--- config.mk ---
export PLATFORM = sky130hd
export DESIGN_NAME = lpbr_responder
export DESIGN_NICKNAME = d
export VERILOG_FILES = /design/src/hdl/lpbr_pkg.sv /design/src/hdl/lpbr_word_if.sv /design/src/hdl/lpbr_uart_rx.sv /design/src/hdl/lpbr_uart_tx.sv /design/src/hdl/lpbr_responder.sv
export SDC_FILE = /design/constraint.sdc
export NUM_CORES = 1
export LEC_CHECK = 0
export BUFFER_PORTS_ARGS = -buffer_cell sky130_fd_sc_hd__buf_2
export CAP_MARGIN = 20
export CORE_AREA = 5 5 272 194
export DETAILED_ROUTE_END_ITERATION = 10
export DIE_AREA = 0 0 277 199
export GPL_TIMING_DRIVEN = 0
export PLACE_DENSITY = 0.66
export SYNTH_ARGS = -nofsm -noshare
export SYNTH_HDL_FRONTEND = slang
export SYNTH_HIERARCHICAL = 1
export SYNTH_SLANG_ARGS = --single-unit
--- constraint.sdc ---
create_clock -name pclk -period 6.59 [get_ports pclk]
set_clock_uncertainty 0.2 [all_clocks]
set_input_delay 0.3295 -clock pclk [delete_from_list [all_inputs] [get_ports pclk]]
set_output_delay 0.3295 -clock pclk [all_outputs]
set_load 0.1 [all_outputs]
--- src/hdl/lpbr_pkg.sv ---
// Shared constants of the lamp poll bus responder.
package lpbr_pkg;
  // ****************************************
  // Clocking and line timing
  // ****************************************
  localparam int CLK_HZ = 40_000_000;
  localparam int BAUD = 38_400;
  localparam int BIT_CYC = CLK_HZ / BAUD;
  localparam int GAP_TIME_US = 1000;
  localparam int GAP_CYC = GAP_TIME_US * (CLK_HZ / 1_000_000);
  localparam int RATE_HOLD_MS = 100;
  localparam int RATE_HOLD_CYC = RATE_HOLD_MS * (CLK_HZ / 1000);
  // ****************************************
  // Bus words and addresses
  // ****************************************
  localparam int MAX_RX_BYTES = 10;
  localparam int RESP_BYTES = 6;
  localparam int ADDR_FLAG_BIT = 8;
  localparam logic [7:0] LAMP_ADDR_BASE = 8'h10;
  localparam logic [7:0] PANEL_ADDR_TOP = 8'h0F;
  localparam logic [5:0] SW_MAX = 6'h28;
  localparam logic [11:0] POS_CENTRE = 12'h800;
  // ****************************************
  // Panel commands
  // ****************************************
  localparam logic [7:0] CMD_PAN_RATE = 8'h01;
  localparam logic [7:0] CMD_TILT_RATE = 8'h02;
  localparam logic [7:0] CMD_LAMP_TOGGLE = 8'h0A;
  localparam logic [7:0] CMD_RECORD = 8'h0D;
  localparam logic [7:0] CMD_PLAY = 8'h0E;
  localparam logic [7:0] CMD_STORE_HOME = 8'h0F;
  localparam logic [7:0] CMD_PAN_TARGET = 8'h18;
  localparam logic [7:0] CMD_TILT_TARGET = 8'h19;
  // ****************************************
  // Registers and fields
  // ****************************************
  localparam logic [11:0] REG_CTRL = 12'h000;
  localparam logic [11:0] REG_POS = 12'h004;
  localparam logic [11:0] REG_SENSE = 12'h008;
  localparam logic [11:0] REG_STATUS = 12'h00C;
  localparam logic [11:0] REG_TARGET = 12'h010;
  localparam logic [11:0] REG_HOME = 12'h014;
  localparam logic [11:0] REG_RATE = 12'h018;
  localparam logic [11:0] REG_ERR = 12'h01C;
  localparam int HI_LSB = 16;
  localparam int STATE_LSB = 8;
  localparam int SN_PAN_LIM = 0;
  localparam int SN_TILT_LIM = 1;
  localparam int SN_OVERHEAT = 2;
  localparam int SN_HOMING = 3;
  localparam logic [5:0] CTRL_RST = 6'h00;
endpackage

--- src/hdl/lpbr_word_if.sv ---
// Nine-bit word carrier between the responder and its serial units.
`timescale 1ns/1ps
interface lpbr_word_if;
  logic [8:0] rx_word;
  logic rx_valid;
  logic [8:0] tx_word;
  logic tx_valid;
  logic tx_ready;
  logic tx_busy;
  modport rx (output rx_word, output rx_valid);
  modport tx (input tx_word, input tx_valid, output tx_ready, output tx_busy);
  modport core (input rx_word, input rx_valid, output tx_word, output tx_valid, input tx_ready, input tx_busy);
endinterface

--- src/hdl/lpbr_uart_rx.sv ---
// Receiver for eleven-bit characters of the searchlight poll bus.
`timescale 1ns/1ps
module lpbr_uart_rx #(
  parameter int BIT_CYCLES = lpbr_pkg::BIT_CYC
)
(
  input wire logic pclk,
  input wire logic presetn,
  input wire logic bus_rx,
  lpbr_word_if.rx w
);
  localparam logic [10:0] FULL = 11'(BIT_CYCLES - 1);
  localparam logic [10:0] HALF = 11'(BIT_CYCLES / 2);
  typedef struct packed {
    logic busy;
    logic [3:0] bitn;
    logic [10:0] cnt;
    logic [8:0] sh;
    logic [8:0] word;
    logic valid;
  } lpbr_rx_t;
  lpbr_rx_t cur_ff;
  lpbr_rx_t nxt_cur;

  if (BIT_CYCLES < 4 || BIT_CYCLES > 2047)
  begin : g_chk
    $error("Bit period does not fit the counter.");
  end

  // Sampling in mid bit; a start bit that is gone at mid bit is a glitch.
  always_comb
  begin
    nxt_cur = cur_ff;
    nxt_cur.valid = 1'b0;
    if (!cur_ff.busy)
    begin
      if (!bus_rx)
      begin
        nxt_cur.busy = 1'b1;
        nxt_cur.bitn = 4'h0;
        nxt_cur.cnt = HALF;
      end
    end
    else if (cur_ff.cnt != 11'h000)
      nxt_cur.cnt = cur_ff.cnt - 11'h001;
    else
    begin
      nxt_cur.cnt = FULL;
      nxt_cur.bitn = cur_ff.bitn + 4'h1;
      if (cur_ff.bitn == 4'h0)
        nxt_cur.busy = !bus_rx;
      else if (cur_ff.bitn < 4'hA)
        nxt_cur.sh = {bus_rx, cur_ff.sh[8:1]};
      else
      begin
        nxt_cur.busy = 1'b0;
        nxt_cur.word = cur_ff.sh;
        nxt_cur.valid = bus_rx;
      end
    end
  end

  always_ff @(posedge pclk or negedge presetn)
  begin
    if (!presetn)
      cur_ff <= '0;
    else
      cur_ff <= nxt_cur;
  end

  assign w.rx_word = cur_ff.word;
  assign w.rx_valid = cur_ff.valid;
endmodule

--- src/hdl/lpbr_uart_tx.sv ---
// Transmitter for eleven-bit characters with driver enable control.
`timescale 1ns/1ps
module lpbr_uart_tx #(
  parameter int BIT_CYCLES = lpbr_pkg::BIT_CYC
)
(
  input wire logic pclk,
  input wire logic presetn,
  lpbr_word_if.tx w,
  output logic bus_tx,
  output logic bus_de
);
  localparam logic [10:0] FULL = 11'(BIT_CYCLES - 1);

  if (BIT_CYCLES < 4 || BIT_CYCLES > 2047)
  begin : g_chk
    $error("Bit period does not fit the counter.");
  end
  typedef struct packed {
    logic busy;
    logic de;
    logic line;
    logic [3:0] bitn;
    logic [10:0] cnt;
    logic [9:0] sh;
  } lpbr_tx_t;
  lpbr_tx_t cur_ff;
  lpbr_tx_t nxt_cur;

  // The driver stays enabled between bytes of one answer so the line never floats mid answer.
  always_comb
  begin
    nxt_cur = cur_ff;
    if (!cur_ff.busy)
    begin
      nxt_cur.de = w.tx_valid;
      if (w.tx_valid)
      begin
        nxt_cur.busy = 1'b1;
        nxt_cur.line = 1'b0;
        nxt_cur.sh = {1'b1, w.tx_word};
        nxt_cur.bitn = 4'h0;
        nxt_cur.cnt = FULL;
      end
    end
    else if (cur_ff.cnt != 11'h000)
      nxt_cur.cnt = cur_ff.cnt - 11'h001;
    else if (cur_ff.bitn == 4'hA)
    begin
      nxt_cur.busy = 1'b0;
      nxt_cur.line = 1'b1;
    end
    else
    begin
      nxt_cur.cnt = FULL;
      nxt_cur.bitn = cur_ff.bitn + 4'h1;
      nxt_cur.line = cur_ff.sh[0];
      nxt_cur.sh = {1'b1, cur_ff.sh[9:1]};
    end
  end

  always_ff @(posedge pclk or negedge presetn)
  begin
    if (!presetn)
      cur_ff <= '{busy: 1'b0, de: 1'b0, line: 1'b1, bitn: 4'h0, cnt: 11'h000, sh: 10'h3FF};
    else
      cur_ff <= nxt_cur;
  end

  assign w.tx_ready = !cur_ff.busy;
  assign w.tx_busy = cur_ff.busy;
  assign bus_tx = cur_ff.line;
  assign bus_de = cur_ff.de;
endmodule

--- src/hdl/lpbr_responder.sv ---
// Lamp poll bus responder: command decoding, poll answer and APB registers.
`timescale 1ns/1ps
module lpbr_responder #(
  parameter int GAP_CYCLES = lpbr_pkg::GAP_CYC,
  parameter int RATE_HOLD_CYCLES = lpbr_pkg::RATE_HOLD_CYC,
  parameter int BIT_CYCLES = lpbr_pkg::BIT_CYC
)
(
  input wire logic pclk,
  input wire logic presetn,
  input wire logic psel,
  input wire logic penable,
  input wire logic pwrite,
  input wire logic [11:0] paddr,
  input wire logic [31:0] pwdata,
  output logic [31:0] prdata,
  output logic pready,
  output logic pslverr,
  input wire logic bus_rx,
  output logic bus_tx,
  output logic bus_de
);
  localparam logic [19:0] GAP_LIM = 20'(GAP_CYCLES - 1);
  localparam logic [22:0] HOLD = 23'(RATE_HOLD_CYCLES);
  localparam logic [3:0] RX_BUF = 4'(lpbr_pkg::MAX_RX_BYTES - 1);
  localparam logic [2:0] RESP_LAST = 3'(lpbr_pkg::RESP_BYTES - 1);

  if (GAP_CYCLES < 2 || GAP_CYCLES > 1048575)
  begin : g_chk_gap
    $error("GAP_CYCLES does not fit the gap counter.");
  end
  // A frame ends on silence, so the silence limit must outlast one character and its spacing.
  if (GAP_CYCLES <= 12 * BIT_CYCLES)
  begin : g_chk_char
    $error("GAP_CYCLES is shorter than one character time.");
  end
  if (RATE_HOLD_CYCLES < 1 || RATE_HOLD_CYCLES > 8388607)
  begin : g_chk_hold
    $error("RATE_HOLD_CYCLES does not fit the hold counter.");
  end

  // ****************************************
  // State
  // ****************************************
  typedef enum logic [4:0] {
    S_IDLE = 5'h01,
    S_SLOT = 5'h02,
    S_COLLECT = 5'h04,
    S_EXEC = 5'h08,
    S_RESP = 5'h10
  } lpbr_state_t;

  // The buffer has sixteen slots so parameter look-ahead never indexes outside it.
  typedef struct packed {
    lpbr_state_t state;
    logic [19:0] gap;
    logic [3:0] cnt;
    logic [15:0][7:0] rxb;
    logic [7:0] total;
    logic ovf;
    logic [3:0] idx;
    logic pend;
    logic [8:0] pend_word;
    logic [2:0] tx_idx;
    logic [5:0][7:0] resp;
    logic [5:0] sw;
    logic [11:0] pos_pan;
    logic [11:0] pos_tilt;
    logic [3:0] sense;
    logic lamp_on;
    logic rec;
    logic play;
    logic [11:0] tgt_pan;
    logic [11:0] tgt_tilt;
    logic [11:0] home_pan;
    logic [11:0] home_tilt;
    logic [7:0] pan_rate;
    logic [7:0] tilt_rate;
    logic pan_act;
    logic tilt_act;
    logic [22:0] hold;
    logic [7:0] err_cnt;
    logic pready;
    logic pslverr;
    logic [31:0] prdata;
  } lpbr_core_t;

  lpbr_core_t cur_ff;
  lpbr_core_t nxt_cur;
  lpbr_word_if wif ();

  lpbr_uart_rx #(.BIT_CYCLES(BIT_CYCLES)) u_rx (
    .pclk(pclk),
    .presetn(presetn),
    .bus_rx(bus_rx),
    .w(wif.rx)
  );

  lpbr_uart_tx #(.BIT_CYCLES(BIT_CYCLES)) u_tx (
    .pclk(pclk),
    .presetn(presetn),
    .w(wif.tx),
    .bus_tx(bus_tx),
    .bus_de(bus_de)
  );

  // ****************************************
  // Decode helpers
  // ****************************************
  logic [7:0] own;
  logic in_valid;
  logic [8:0] in_word;
  logic is_addr;
  logic is_panel;
  logic gap_out;
  logic [7:0] last;
  logic [3:0] body;
  logic frame_ok;
  logic end_frame;
  logic exec_step;
  logic [7:0] cmd;
  logic [7:0] p1;
  logic [11:0] p_word;
  logic [7:0] st_byte;
  logic [31:0] rd;
  logic hit;
  logic [3:0] len;

  assign own = 8'(lpbr_pkg::LAMP_ADDR_BASE + {2'b00, cur_ff.sw});
  // Our own echo is ignored while the transmitter is busy.
  assign in_valid = cur_ff.pend | (wif.rx_valid & !wif.tx_busy);
  assign in_word = cur_ff.pend ? cur_ff.pend_word : wif.rx_word;
  assign is_addr = in_word[lpbr_pkg::ADDR_FLAG_BIT];
  assign is_panel = is_addr && in_word[7:0] <= lpbr_pkg::PANEL_ADDR_TOP;
  assign gap_out = cur_ff.gap >= GAP_LIM;
  assign last = cur_ff.rxb[cur_ff.cnt - 4'h1];
  assign body = cur_ff.cnt - 4'h1;
  assign frame_ok = !cur_ff.ovf && cur_ff.cnt >= 4'h2 && 8'(own + cur_ff.total - last) == last;
  assign end_frame = cur_ff.state == S_COLLECT && (gap_out || (in_valid && is_addr));
  assign exec_step = cur_ff.state == S_EXEC && cur_ff.idx < body;
  assign cmd = cur_ff.rxb[cur_ff.idx];
  assign p1 = cur_ff.rxb[cur_ff.idx + 4'h1];
  assign p_word = {cur_ff.rxb[cur_ff.idx + 4'h2][3:0], p1};
  assign st_byte = {1'b0, cur_ff.sense[lpbr_pkg::SN_HOMING], cur_ff.sense[lpbr_pkg::SN_OVERHEAT],
    cur_ff.play, cur_ff.rec, cur_ff.sense[lpbr_pkg::SN_TILT_LIM], cur_ff.sense[lpbr_pkg::SN_PAN_LIM],
    cur_ff.lamp_on};
  assign wif.tx_valid = cur_ff.state == S_RESP;
  assign wif.tx_word = {1'b0, cur_ff.resp[cur_ff.tx_idx]};

  // ****************************************
  // Next state
  // ****************************************
  always_comb
  begin
    nxt_cur = cur_ff;
    nxt_cur.pready = 1'b0;
    len = 4'h1;
    rd = 32'h0000_0000;
    hit = 1'b1;
    if (in_valid)
      nxt_cur.gap = 20'h00000;
    else if (!gap_out)
      nxt_cur.gap = cur_ff.gap + 20'h00001;
    if (cur_ff.hold != 23'h000000)
      nxt_cur.hold = cur_ff.hold - 23'h000001;
    else
    begin
      nxt_cur.pan_act = 1'b0;
      nxt_cur.tilt_act = 1'b0;
    end
    case (cur_ff.state)
      S_IDLE:
      begin
        nxt_cur.pend = 1'b0;
        if (in_valid && is_panel)
          nxt_cur.state = S_SLOT;
        else if (in_valid && is_addr && in_word[7:0] == own)
        begin
          nxt_cur.state = S_RESP;
          nxt_cur.tx_idx = 3'h0;
          nxt_cur.resp[0] = cur_ff.pos_pan[7:0];
          nxt_cur.resp[1] = {4'h0, cur_ff.pos_pan[11:8]};
          nxt_cur.resp[2] = cur_ff.pos_tilt[7:0];
          nxt_cur.resp[3] = {4'h0, cur_ff.pos_tilt[11:8]};
          nxt_cur.resp[4] = st_byte;
          nxt_cur.resp[5] = 8'(own + cur_ff.pos_pan[7:0] + {4'h0, cur_ff.pos_pan[11:8]}
            + cur_ff.pos_tilt[7:0] + {4'h0, cur_ff.pos_tilt[11:8]} + st_byte);
        end
      end
      S_SLOT:
      begin
        if (gap_out)
          nxt_cur.state = S_IDLE;
        else if (in_valid && in_word[7:0] == own)
        begin
          nxt_cur.state = S_COLLECT;
          nxt_cur.cnt = 4'h0;
          nxt_cur.total = 8'h00;
          nxt_cur.ovf = 1'b0;
        end
        else if (in_valid && !is_panel)
          nxt_cur.state = S_IDLE;
      end
      S_COLLECT:
      begin
        if (end_frame)
        begin
          nxt_cur.pend = in_valid && is_addr;
          nxt_cur.pend_word = in_word;
          nxt_cur.idx = 4'h0;
          if (frame_ok)
            nxt_cur.state = S_EXEC;
          else
          begin
            nxt_cur.state = S_IDLE;
            if (cur_ff.cnt != 4'h0 && cur_ff.err_cnt != 8'hFF)
              nxt_cur.err_cnt = cur_ff.err_cnt + 8'h01;
          end
        end
        else if (in_valid && cur_ff.cnt == RX_BUF)
          nxt_cur.ovf = 1'b1;
        else if (in_valid)
        begin
          nxt_cur.rxb[cur_ff.cnt] = in_word[7:0];
          nxt_cur.cnt = cur_ff.cnt + 4'h1;
          nxt_cur.total = cur_ff.total + in_word[7:0];
        end
      end
      S_EXEC:
      begin
        if (!exec_step)
          nxt_cur.state = S_IDLE;
        else
        begin
          case (cmd)
            lpbr_pkg::CMD_PAN_RATE, lpbr_pkg::CMD_TILT_RATE:
            begin
              len = 4'h2;
              if (cur_ff.idx + 4'h1 < body)
              begin
                nxt_cur.play = 1'b0;
                nxt_cur.hold = HOLD;
                if (cmd == lpbr_pkg::CMD_PAN_RATE)
                begin
                  nxt_cur.pan_rate = p1;
                  nxt_cur.pan_act = 1'b1;
                end
                else
                begin
                  nxt_cur.tilt_rate = p1;
                  nxt_cur.tilt_act = 1'b1;
                end
              end
            end
            lpbr_pkg::CMD_LAMP_TOGGLE:
              nxt_cur.lamp_on = !cur_ff.lamp_on;
            lpbr_pkg::CMD_RECORD:
              nxt_cur.rec = !cur_ff.rec;
            lpbr_pkg::CMD_PLAY:
              nxt_cur.play = !cur_ff.play;
            lpbr_pkg::CMD_STORE_HOME:
            begin
              nxt_cur.home_pan = cur_ff.pos_pan;
              nxt_cur.home_tilt = cur_ff.pos_tilt;
            end
            lpbr_pkg::CMD_PAN_TARGET, lpbr_pkg::CMD_TILT_TARGET:
            begin
              len = 4'h3;
              if (cur_ff.idx + 4'h2 < body && cmd == lpbr_pkg::CMD_PAN_TARGET)
                nxt_cur.tgt_pan = p_word;
              else if (cur_ff.idx + 4'h2 < body)
                nxt_cur.tgt_tilt = p_word;
            end
            default:
              len = 4'h1;
          endcase
          nxt_cur.idx = cur_ff.idx + len;
        end
      end
      S_RESP:
      begin
        if (wif.tx_ready && cur_ff.tx_idx == RESP_LAST)
          nxt_cur.state = S_IDLE;
        else if (wif.tx_ready)
          nxt_cur.tx_idx = cur_ff.tx_idx + 3'h1;
      end
      default:
        nxt_cur.state = S_IDLE;
    endcase

    // ****************************************
    // APB slave
    // ****************************************
    case (paddr)
      lpbr_pkg::REG_CTRL: rd = {26'h0000000, cur_ff.sw};
      lpbr_pkg::REG_POS: rd = {4'h0, cur_ff.pos_tilt, 4'h0, cur_ff.pos_pan};
      lpbr_pkg::REG_SENSE: rd = {28'h0000000, cur_ff.sense};
      lpbr_pkg::REG_STATUS: rd = {19'h00000, cur_ff.state, st_byte};
      lpbr_pkg::REG_TARGET: rd = {4'h0, cur_ff.tgt_tilt, 4'h0, cur_ff.tgt_pan};
      lpbr_pkg::REG_HOME: rd = {4'h0, cur_ff.home_tilt, 4'h0, cur_ff.home_pan};
      lpbr_pkg::REG_RATE: rd = {14'h0000, cur_ff.tilt_act, cur_ff.pan_act, cur_ff.tilt_rate, cur_ff.pan_rate};
      lpbr_pkg::REG_ERR: rd = {24'h000000, cur_ff.err_cnt};
      default: hit = 1'b0;
    endcase
    if (psel && penable && !cur_ff.pready)
    begin
      nxt_cur.pready = 1'b1;
      nxt_cur.pslverr = !hit;
      nxt_cur.prdata = pwrite ? 32'h0000_0000 : rd;
    end
    // A write lands on the edge that completes the transfer.
    if (psel && penable && cur_ff.pready && pwrite)
    begin
      if (paddr == lpbr_pkg::REG_CTRL && pwdata[5:0] <= lpbr_pkg::SW_MAX)
        nxt_cur.sw = pwdata[5:0];
      if (paddr == lpbr_pkg::REG_POS)
      begin
        nxt_cur.pos_pan = pwdata[11:0];
        nxt_cur.pos_tilt = pwdata[lpbr_pkg::HI_LSB +: 12];
      end
      if (paddr == lpbr_pkg::REG_SENSE)
        nxt_cur.sense = pwdata[3:0];
    end
  end

  always_ff @(posedge pclk or negedge presetn)
  begin
    if (!presetn)
    begin
      cur_ff <= '0;
      cur_ff.state <= S_IDLE;
      cur_ff.sw <= lpbr_pkg::CTRL_RST;
      cur_ff.pos_pan <= lpbr_pkg::POS_CENTRE;
      cur_ff.pos_tilt <= lpbr_pkg::POS_CENTRE;
      cur_ff.tgt_pan <= lpbr_pkg::POS_CENTRE;
      cur_ff.tgt_tilt <= lpbr_pkg::POS_CENTRE;
      cur_ff.home_pan <= lpbr_pkg::POS_CENTRE;
      cur_ff.home_tilt <= lpbr_pkg::POS_CENTRE;
    end
    else
      cur_ff <= nxt_cur;
  end

  assign prdata = cur_ff.prdata;
  assign pready = cur_ff.pready;
  assign pslverr = cur_ff.pslverr;
endmodule

**Word level (Yosys, flattened, before mapping)**

Index checks and enable logic that the tools add are counted.

- Logic and storage cells: 315
- Memory bits (writable): 0
- Memories kept: 0
- Bits in latches: 0
- Output and inout bits: 36
- Input port bits: 50
- Register bits after elaboration: 453
- Memory bits (read-only): 0

- Reductions and logical operators: 72
- Equality and inequality tests: 49
- $mul: 0
- Bitwise gates (word level): 11
- Order comparisons: 15
- $add $sub $neg: 22
- Shifts and indexed selects: 0
- Multiplexer cells: 83
- Divide/modulo/power cells: 0

Operator list:

| cell | number |
|---|---|
| 140-bit two-way mux | 2 |
| 28-bit case mux with 8 select lines | 1 |
| 141-bit two-way mux | 1 |
| 8-bit binary-select mux with 4-bit select | 4 |
| 128-bit bitwise mux | 1 |
| 25-bit two-way mux | 5 |
| 51-bit two-way mux | 2 |
| 26-bit two-way mux | 2 |
| 5-bit two-way mux | 10 |
| 12-bit by 5-bit equality test with 1-bit output, second input constant | 4 |
| 20-bit two-way mux | 2 |
| 8-bit two-way mux | 5 |
| 2-bit inequality test, second input constant | 18 |
| 34-bit two-way mux | 1 |
| 8-bit demux with 4-bit select | 1 |
| 8-bit by 4-bit equality test with 1-bit output, second input constant | 4 |
| 16-bit two-way mux | 2 |
| 32-bit two-way mux | 1 |
| 5-bit AND reduction | 6 |
| 4-bit two-way mux | 7 |
| 9-bit two-way mux | 3 |
| 4-bit by 5-bit < comparator with 1-bit output, second input constant | 5 |
| 5-bit case mux with 5 select lines | 1 |
| 8-bit binary-select mux with 3-bit select | 1 |
| other kinds (71) | 163 |

**Logic depth before layout (Yosys ltp)**

Gate-level depths: netlist (run 1).

- Depth in word-level cells: 10
- Gate-level depth with buffers: 21

**By module**

Netlist (run 1), hierarchy kept.

Modules (own cells, without submodules):

| module | cells an instance | seq. area each (sq um) | area each (sq um) | times used |
|---|---|---|---|---|
| lpbr_responder | 1864 | 9668.0 | 21443.1 | 1 |
| lpbr_uart_rx | 150 | 875.8 | 1720.4 | 1 |
| lpbr_uart_tx | 142 | 688.2 | 1462.7 | 1 |

**Worst setup path before layout (run 1)**

No wires, ideal clock.

- Path type: register to register
- From: register cur_ff[370] (netlist name)
- To: register cur_ff[35] (netlist name)
- Clock period less this slack: 5937 ps
- Arrival: 5612 ps
- Setup time: 125 ps
- Buffers on the path: 4
- Cell stages (with the launch flop): 21
- Required time: 6265 ps
- Path slack: 653 ps
- Cells stage by stage: dfrtp_1 -> buf_2 -> buf_2 -> inv_1 -> ha_1 -> clkbuf_1 -> clkbuf_1 -> mux4_2 -> mux4_2 -> ha_1 -> nand2b_1 -> fa_1 -> nand2b_1 -> a21oi_1 -> xor2_1 -> xnor2_1 -> nand3_1 -> nor4_1 -> nand4_1 -> nand2_1 -> mux2_2

- Longest elaborated chain between the ends: 8
- Elaborated cells on any way between the ends: 12
- Those cells by class: add/sub (2); order compare (1); eq/ne (1); mux (2); bitwise (1); reduce/logical (5)

Ends and longest elaborated chain:

| item | RTL line | RTL |
|---|---|---|
| start, declared | lpbr_responder.sv:88 | `lpbr_core_t cur_ff;` |
| start signal, assigned | lpbr_responder.sv:341 | `cur_ff <= nxt_cur;` |
| 4-bit by 1-bit subtractor with 4-bit output | lpbr_responder.sv:136 | `assign last = cur_ff.rxb[cur_ff.cnt - 4'h1];` |
| 8-bit binary-select mux with 4-bit select | lpbr_responder.sv:136 |  |
| 8-bit two-way mux (implied by the code) | lpbr_responder.sv:136 |  |
| 8-bit subtractor | lpbr_responder.sv:138 | `assign frame_ok = !cur_ff.ovf && cur_ff.cnt >= 4'h2 && 8'(own + cur_ff.total - last) == last;` |
| 8-bit equality test | lpbr_responder.sv:138 |  |
| 1-bit logical AND | lpbr_responder.sv:138 |  |
| 1-bit NOT (no source line) | - |  |
| 4-bit AND reduction (no source line) (*) | - |  |

Mark *: on every way between the ends. The rest lies on a longest branch, timed or not. The select of a mux whose other input is x is not followed.
A chain may end at the register's enable or synchronous reset.

**Final worst setup path (run 1)**

Ends and elaborated chain as after synthesis.

==> summary.md, run 1 <==
| Metric | Value |
|---|---|
| Run status | finished, final reports clean |
| Fin util | 55.5% |
| DRC | 0 |
| Detail Placement HPWL | 50100 um |
| Chip width | 277 um |
| FF-to-FF Start | cur_ff[370] |
| Clk_lat worst skew | 580 ps |
| CP max FO | 10 |
| First-pass GRT wire length | 108000 um |
| Core footprint | 50100 um^2 |
| Clk Tree Root Cell | clkbuf_16 |
| Input/output buffers | 71 |
| Fin crit share | 95.8% |
| Non-filler instance count after layout | 3026 |
| Worst-case vdd ir drop | 0.000174 V |
| Startpoint types | register |
| Worst-case clock buffer depth | 3 |
| P&R area growth vs syn | 12.9% |
| Share of cells above drive strength 1 | 22.9% |
| CP Capture Type | register |
| Logic pwr share | 5.7% |
| Fmax | 0.158 GHz |
| # H-tree levels | 2 |
| Critical path class | register to register |
| Sw frac | 24.1% |
| Wirelength per Cell | 22.7 um |
| Measured slew at the worst slew-check pin | 1080 ps |
| Clock network power share | 45.0% |
| Initial antenna violation count | 1 |
| NetSw | 1420 uW |
| Routability cong. | 0.962 |
| Final Max Tran Viols | 0 |
| PD cells | 212 nW/um^2 |
| Syn Area/Cell | 11.4 um^2 |
| Post-Syn Area | 24600 um^2 |
| Initial Util | 49.2% |
| Endpoints failing setup | 0 |
| Total GRT Usage | 24.9% |
| Die height | 199 um |
| Dpl cell area | 26000 um^2 |
| Pre-CTS setup slack | -1130 ps |
| CTS Buf Count | 44 |
| Register area share after synthesis | 45.6% |
| Worst EP required | 6840 ps |
| Asr flop ratio synth | 100% |
| Ys flop type | dfrtp_1 |
| Slew margin rel. | 25.9% |
| Part of the power in registers | 49.3% |
| Fin. Hold Viols | 0 |
| Full die area | 55100 um^2 |
| Pleak | 0.0126 uW |
| Syn Inst Count | 2156 |
| DRT Pass-1 Iters | 6 |
| Layout net count | 2451 |
| Vias per inst | 6.09 |
| Clk sinks | 448 |
| Sum Neg Setup Slack | 0 ps |
| #FFs+latches synth | 448 |
| Worst hold start | psel |
| Hold Path Class | primary input to register |
| Iteration-0 DRC Markers | 1978 |
| DR vias | 18400 |
| Inst Count DP | 2911 |
| IO Count | 86 |
| Netlist cell types | 76 |
| RSZ-0062 raised after global routing | no |
| Worst Setup SP | cur_ff[370] |
| Vias in the first global route | 18500 |
| Post-route cell area | 27800 um^2 |
| Minimum clock period | 6310 ps |
| TritonCTS clock tree | done |
| Antenna Nets Post-Route | 0 |
| Yosys warnings | 6 |
| Share of the synthesized area in the top cell type | 43.8% |
| Synth area leaders | dfrtp_1 44%, mux4_2 11%, mux2_2 6.4% |
| Final worst slack | 280 ps |
| Leading area contributor after synthesis | dfrtp_1 |
| P_int | 4470 uW |
| Total wire length | 68600 um |
| Row Count | 69 |
| Largest net degree at the start of global routing | 125 |
| WP data arrival | 6560 ps |
| Grt ovf | 0 |
| Max Cap Viol | 0 |
| Clk slew on worst S/H paths | 70 ps |
| Post-synth EDFFs | 0 |
## through the flow
| step | power (uW) | hold WS, ps |
|---|---|---|
| after floorplan | 3140 | -166 |
| after global placement | 3250 | 260 |
| after detailed placement | 3270 | 241 |
| after CTS | 5930 | 2.27 |
| after global routing | 6090 | 27.2 |
| final | 5880 | 27.5 |
## cells in the final DEF, fill, tap and decap left out, drive strengths merged, types with 24 or more instances in the layout
| master | netlist | final |
|---|---|---|
| a21oi | 51 | 51 |
| a22oi | 39 | 39 |
| buf | 72 | 155 |
| clkbuf | 87 | 151 |
| dfrtp | 431 | 431 |
| dlygate4sd3 | 0 | 27 |
| fa | 31 | 31 |
| ha | 54 | 54 |
| inv | 72 | 75 |
| mux2 | 157 | 157 |
| mux2i | 44 | 44 |
| mux4 | 119 | 119 |
| nand2 | 229 | 229 |
| nand3 | 59 | 59 |
| nor2 | 119 | 119 |
| nor3 | 36 | 36 |
| o21ai | 203 | 203 |
| xnor2 | 64 | 64 |
| xor2 | 24 | 24 |
## cell usage after synthesis (all sizes together) (13+ instances only)
cell    instances
clkbuf         87
fa             31
ha             54
nand4          21
and2           16
nor4           13
and3           14
a21oi          51
o21ai         203
mux4          119
inv            72
buf            72
dfstp          17
a22o           19
xor2           24
mux2i          44
dfrtp         431
mux2          157
a22oi          39
nand2         229
nand3          59
nor2          119
nand2b         21
xnor2          64
nor3           36
## final timing paths
kind / cells after the start / slack, ps / end
worst max-delay path: 20 / 280 / cur_ff[35]
worst min-delay path: 3 / 30 / prdata[0]
worst max register to register: 20 / 280 / cur_ff[35]
worst min register to register: 2 / 270 / cur_ff[66]
max in group asynchronous: 3 / 4860 / asynchronous set/reset pin
min in group asynchronous: 2 / 190 / u_tx/cur_ff[22]
## power by group through the flow
stage	clock network, uW	logic (uW)	registers [uW]
after global routing	2800	378	2910
after floorplan	0	197	2940
final	2650	334	2900
after CTS	2690	338	2900
after detailed placement	0	323	2950
after global placement	0	304	2950
## cell families after synthesis
kind of cell             after synthesis  synth area share, %
AND/OR/NAND/NOR                      589                 11.8
flip-flops                           448                 45.6
AO/OA/AOI/OAI                        393                 9.68
multiplexers                         320                 20.1
buffers and inverters                232                 4.37
XOR/XNOR                              88                 3.13
adder cells (fa/ha/maj)               85                 5.26
other                                  1               0.0152
## per-layer routing
metal / track usage, % / vias to the layer above / part of all wire (%)
met5: 0 / - / 0
met4: 6.57 / 0 / 3.0
met3: 8.17 / 154 / 10
met2: 37.5 / 835 / 44
met1: 35.1 / 9350 / 43
li1: - / 8087 / -
## final cells by class
cell class	instances	area [um^2]
Tap cell	674	843
Fill cell	4250	22300
Sequential cell	448	11200
Multi-Input combinational cell	1480	12400
Clock inverter	16	245
Antenna cell	2	5.00
Clock buffer	64	1250
Inverter	73	274
Timing Repair Buffer	110	788
Buffer	159	816
## worst max-delay path, cell delays in order, from the launching register on
cell and delay [ps]:
dfrtp_1 380, buf_4 250, buf_4 300, inv_1 180, ha_1 460, clkbuf_4 300
buf_4 280, mux4_2 540, mux4_2 510, ha_1 290, nand2b_1 180, fa_1 440
nand2b_1 170, a21oi_1 200, xor2_1 220, xnor2_1 150, nand3_1 110, nor4_2 320
nand4_1 220, nand2_1 150, mux2_2 330
## timing repair
action	CTS	global route
buffers inserted	1	0
endpoints found under the hold margin	128	1
pin swaps	1	0
endpoints found under the setup margin	10	10
hold buffers	26	1
resized for setup	6	7
Note: power is estimated with default switching activity, not from simulation.
==> run 2, diff against run 1 <==
--- a/config.mk
+++ b/config.mk
@@ -7,11 +7,11 @@
 export LEC_CHECK = 0
 export BUFFER_PORTS_ARGS = -buffer_cell sky130_fd_sc_hd__buf_2
 export CAP_MARGIN = 20
-export CORE_AREA = 5 5 272 194
+export CORE_AREA = 5 5 243 174
+export CTS_BUF_LIST = sky130_fd_sc_hd__clkbuf_8 sky130_fd_sc_hd__clkbuf_16
 export DETAILED_ROUTE_END_ITERATION = 10
-export DIE_AREA = 0 0 277 199
-export GPL_TIMING_DRIVEN = 0
-export PLACE_DENSITY = 0.66
+export DIE_AREA = 0 0 248 179
+export PLACE_DENSITY = 0.8
 export SYNTH_ARGS = -nofsm -noshare
 export SYNTH_HDL_FRONTEND = slang
 export SYNTH_HIERARCHICAL = 1
==> run 2 against run 1 <==
Against the previous run:
- fmax increased by 3.8%
- sequential share of layout area increased by 1.3 points
- first-iteration DRC count increased by 5.5%
- critical endpoint unchanged
- final cell count decreased by 9.1%
- combinational power decreased by 2%
==> summary.md, run 2 (synthesis results as in run 1) <==
| Metric | Value |
|---|---|
| Worst EP required | 6840 ps |
| Fin crit share | 92.3% |
| Largest net degree at the start of global routing | 180 |
| Total GRT Usage | 29.0% |
| Critical path class | register to register |
| Startpoint types | register |
| WP data arrival | 6330 ps |
| Measured slew at the worst slew-check pin | 1180 ps |
| Fin. Hold Viols | 0 |
| Run status | finished, final reports clean |
| DRT Pass-1 Iters | 7 |
| Vias per inst | 6.53 |
| Most common cell after layout, fill and taps aside | dfrtp_1 |
| IO Count | 86 |
| PostCTS Resize Cnt | 0 |
| Row Count | 61 |
| Worst Setup SP | cur_ff[371] |
| CP max FO | 17 |
| Full die area | 44400 um^2 |
| Vias in the first global route | 18100 |
| Wirelength per Cell | 23.2 um |
| Sum Neg Setup Slack | 0 ps |
| Input/output buffers | 73 |
| Worst-case clock buffer depth | 3 |
| # H-tree levels | 2 |
| Most frequent cells in the layout | 429 x dfrtp_1, 228 x nand2_1, 199 x o21ai_0 |
| Antenna Nets Post-Route | 0 |
| Initial antenna violation count | 3 |
| Clk Tree Root Cell | clkbuf_16 |
| PD cells | 216 nW/um^2 |
| Chip width | 248 um |
| Non-filler instance count after layout | 2750 |
| Clk slew on worst S/H paths | 70 ps |
| Grt ovf | 0 |
| Dpl cell area | 25200 um^2 |
| Die height | 179 um |
| TritonCTS clock tree | done |
| Max Cap Viol | 0 |
| Pleak | 0.0122 uW |
| Worst hold start | paddr[2] |
| Core footprint | 39500 um^2 |
| First-pass GRT wire length | 101000 um |
| Minimum clock period | 6080 ps |
| Detail Placement HPWL | 42500 um |
| Post-CTS Setup Repair Bufs | 0 |
| Routability cong. | 0.920 |
| FF-to-FF Start | cur_ff[371] |
| Fmax | 0.164 GHz |
| DR vias | 18000 |
| Total wire length | 63800 um |
| Share of cells above drive strength 1 | 22.6% |
| Clk sinks | 448 |
| Slew margin rel. | 20.5% |
| P&R area growth vs syn | 9.44% |
| Final Max Tran Viols | 0 |
| CTS Buf Count | 43 |
| Post-route cell area | 27000 um^2 |
| Area of the multi-input gates | 12400 um^2 |
| FF+latch area | 11200 um^2 |
| Worst-case vdd ir drop | 0.000166 V |
| Layout fillers | 2731 |
| DRC | 0 |
| Layout net count | 2316 |
| Endpoints failing setup | 0 |
| Clk_lat worst skew | 560 ps |
| RSZ-0062 raised after global routing | no |
| CP Capture Type | register |
| Inst Count DP | 2638 |
| Hold Path Class | primary input to register |
| Initial Util | 62.4% |
| Iteration-0 DRC Markers | 2087 |
| Fin util | 68.3% |
[run 2: cell count changes in the layout (fill, tap and decap cells not counted), sizes merged]
cell      before  now
diode          2    1
inv           75   84
clkinvlp       1    3
buf          155  107
clkbuf       151   52
[run 2: repair_timing]
action / CTS / global route
endpoints found under the setup margin: 0 / 0
hold buffers: 26 / 1
endpoints found under the hold margin: 130 / 3
[run 2: cell type report]
cell class | count | share of cell area (%)
Tap cell | 535 | 2.48
Sequential cell | 448 | 41.7
Antenna cell | 1 | 0.00929
Inverter | 73 | 1.02
Multi-Input combinational cell | 1480 | 45.8
Timing Repair Buffer | 135 | 3.51
Clock inverter | 27 | 0.998
Clock buffer | 51 | 4.44
[run 2: where the power goes]
part | switching (uW) | internal, uW | total (uW)
logic | 203 | 124 | 328
clock network | 1100 | 1490 | 2590
registers | 87.5 | 2820 | 2900
total | 1390 | 4430 | 5820
[run 2: critical path: stages (launching register included)]
cell,delay [ps]
dfrtp_1,440
inv_1,110
ha_1,830
buf_4,380
mux4_2,250
mux2i_1,70
mux2_2,330
fa_1,530
inv_1,70
fa_1,440
nand2b_1,160
a21oi_1,230
xor2_1,200
xnor2_1,150
nand3_1,110
nor4_1,350
nand4_1,460
nand2_1,270
mux2_2,360
[run 2: path summary, 6_finish.rpt]
kind | endpoint | slack, ps | cells past startpoint
hold / removal | prdata[25] | 70 | 3
hold reg to reg | register | 220 | 0
setup / recovery | cur_ff[35] | 510 | 18
min in group asynchronous | u_rx/cur_ff[21] | 200 | 2
max in group asynchronous | cur_ff[370] | 4420 | 3
setup reg to reg | cur_ff[35] | 510 | 18
[run 2: through the flow]
stage / hold slack [ps] / power [uW] / setup slack [ps]
CTS: 50.6 / 5840 / 563
detailed placement: 194 / 3260 / 634
floorplan: -166 / 3140 / 653
global route: 91.2 / 6020 / 258
global placement: 197 / 3240 / 897
finish: 68.9 / 5820 / 510
[run 2: layer usage]
layer  track usage, %  vias up  wire, um
li1                 -     7802         -
met1             40.9     9029     25600
met2             43.1      946     28700
met3             9.54      184      7400
met4             9.40        0      2070
met5                0        -         0
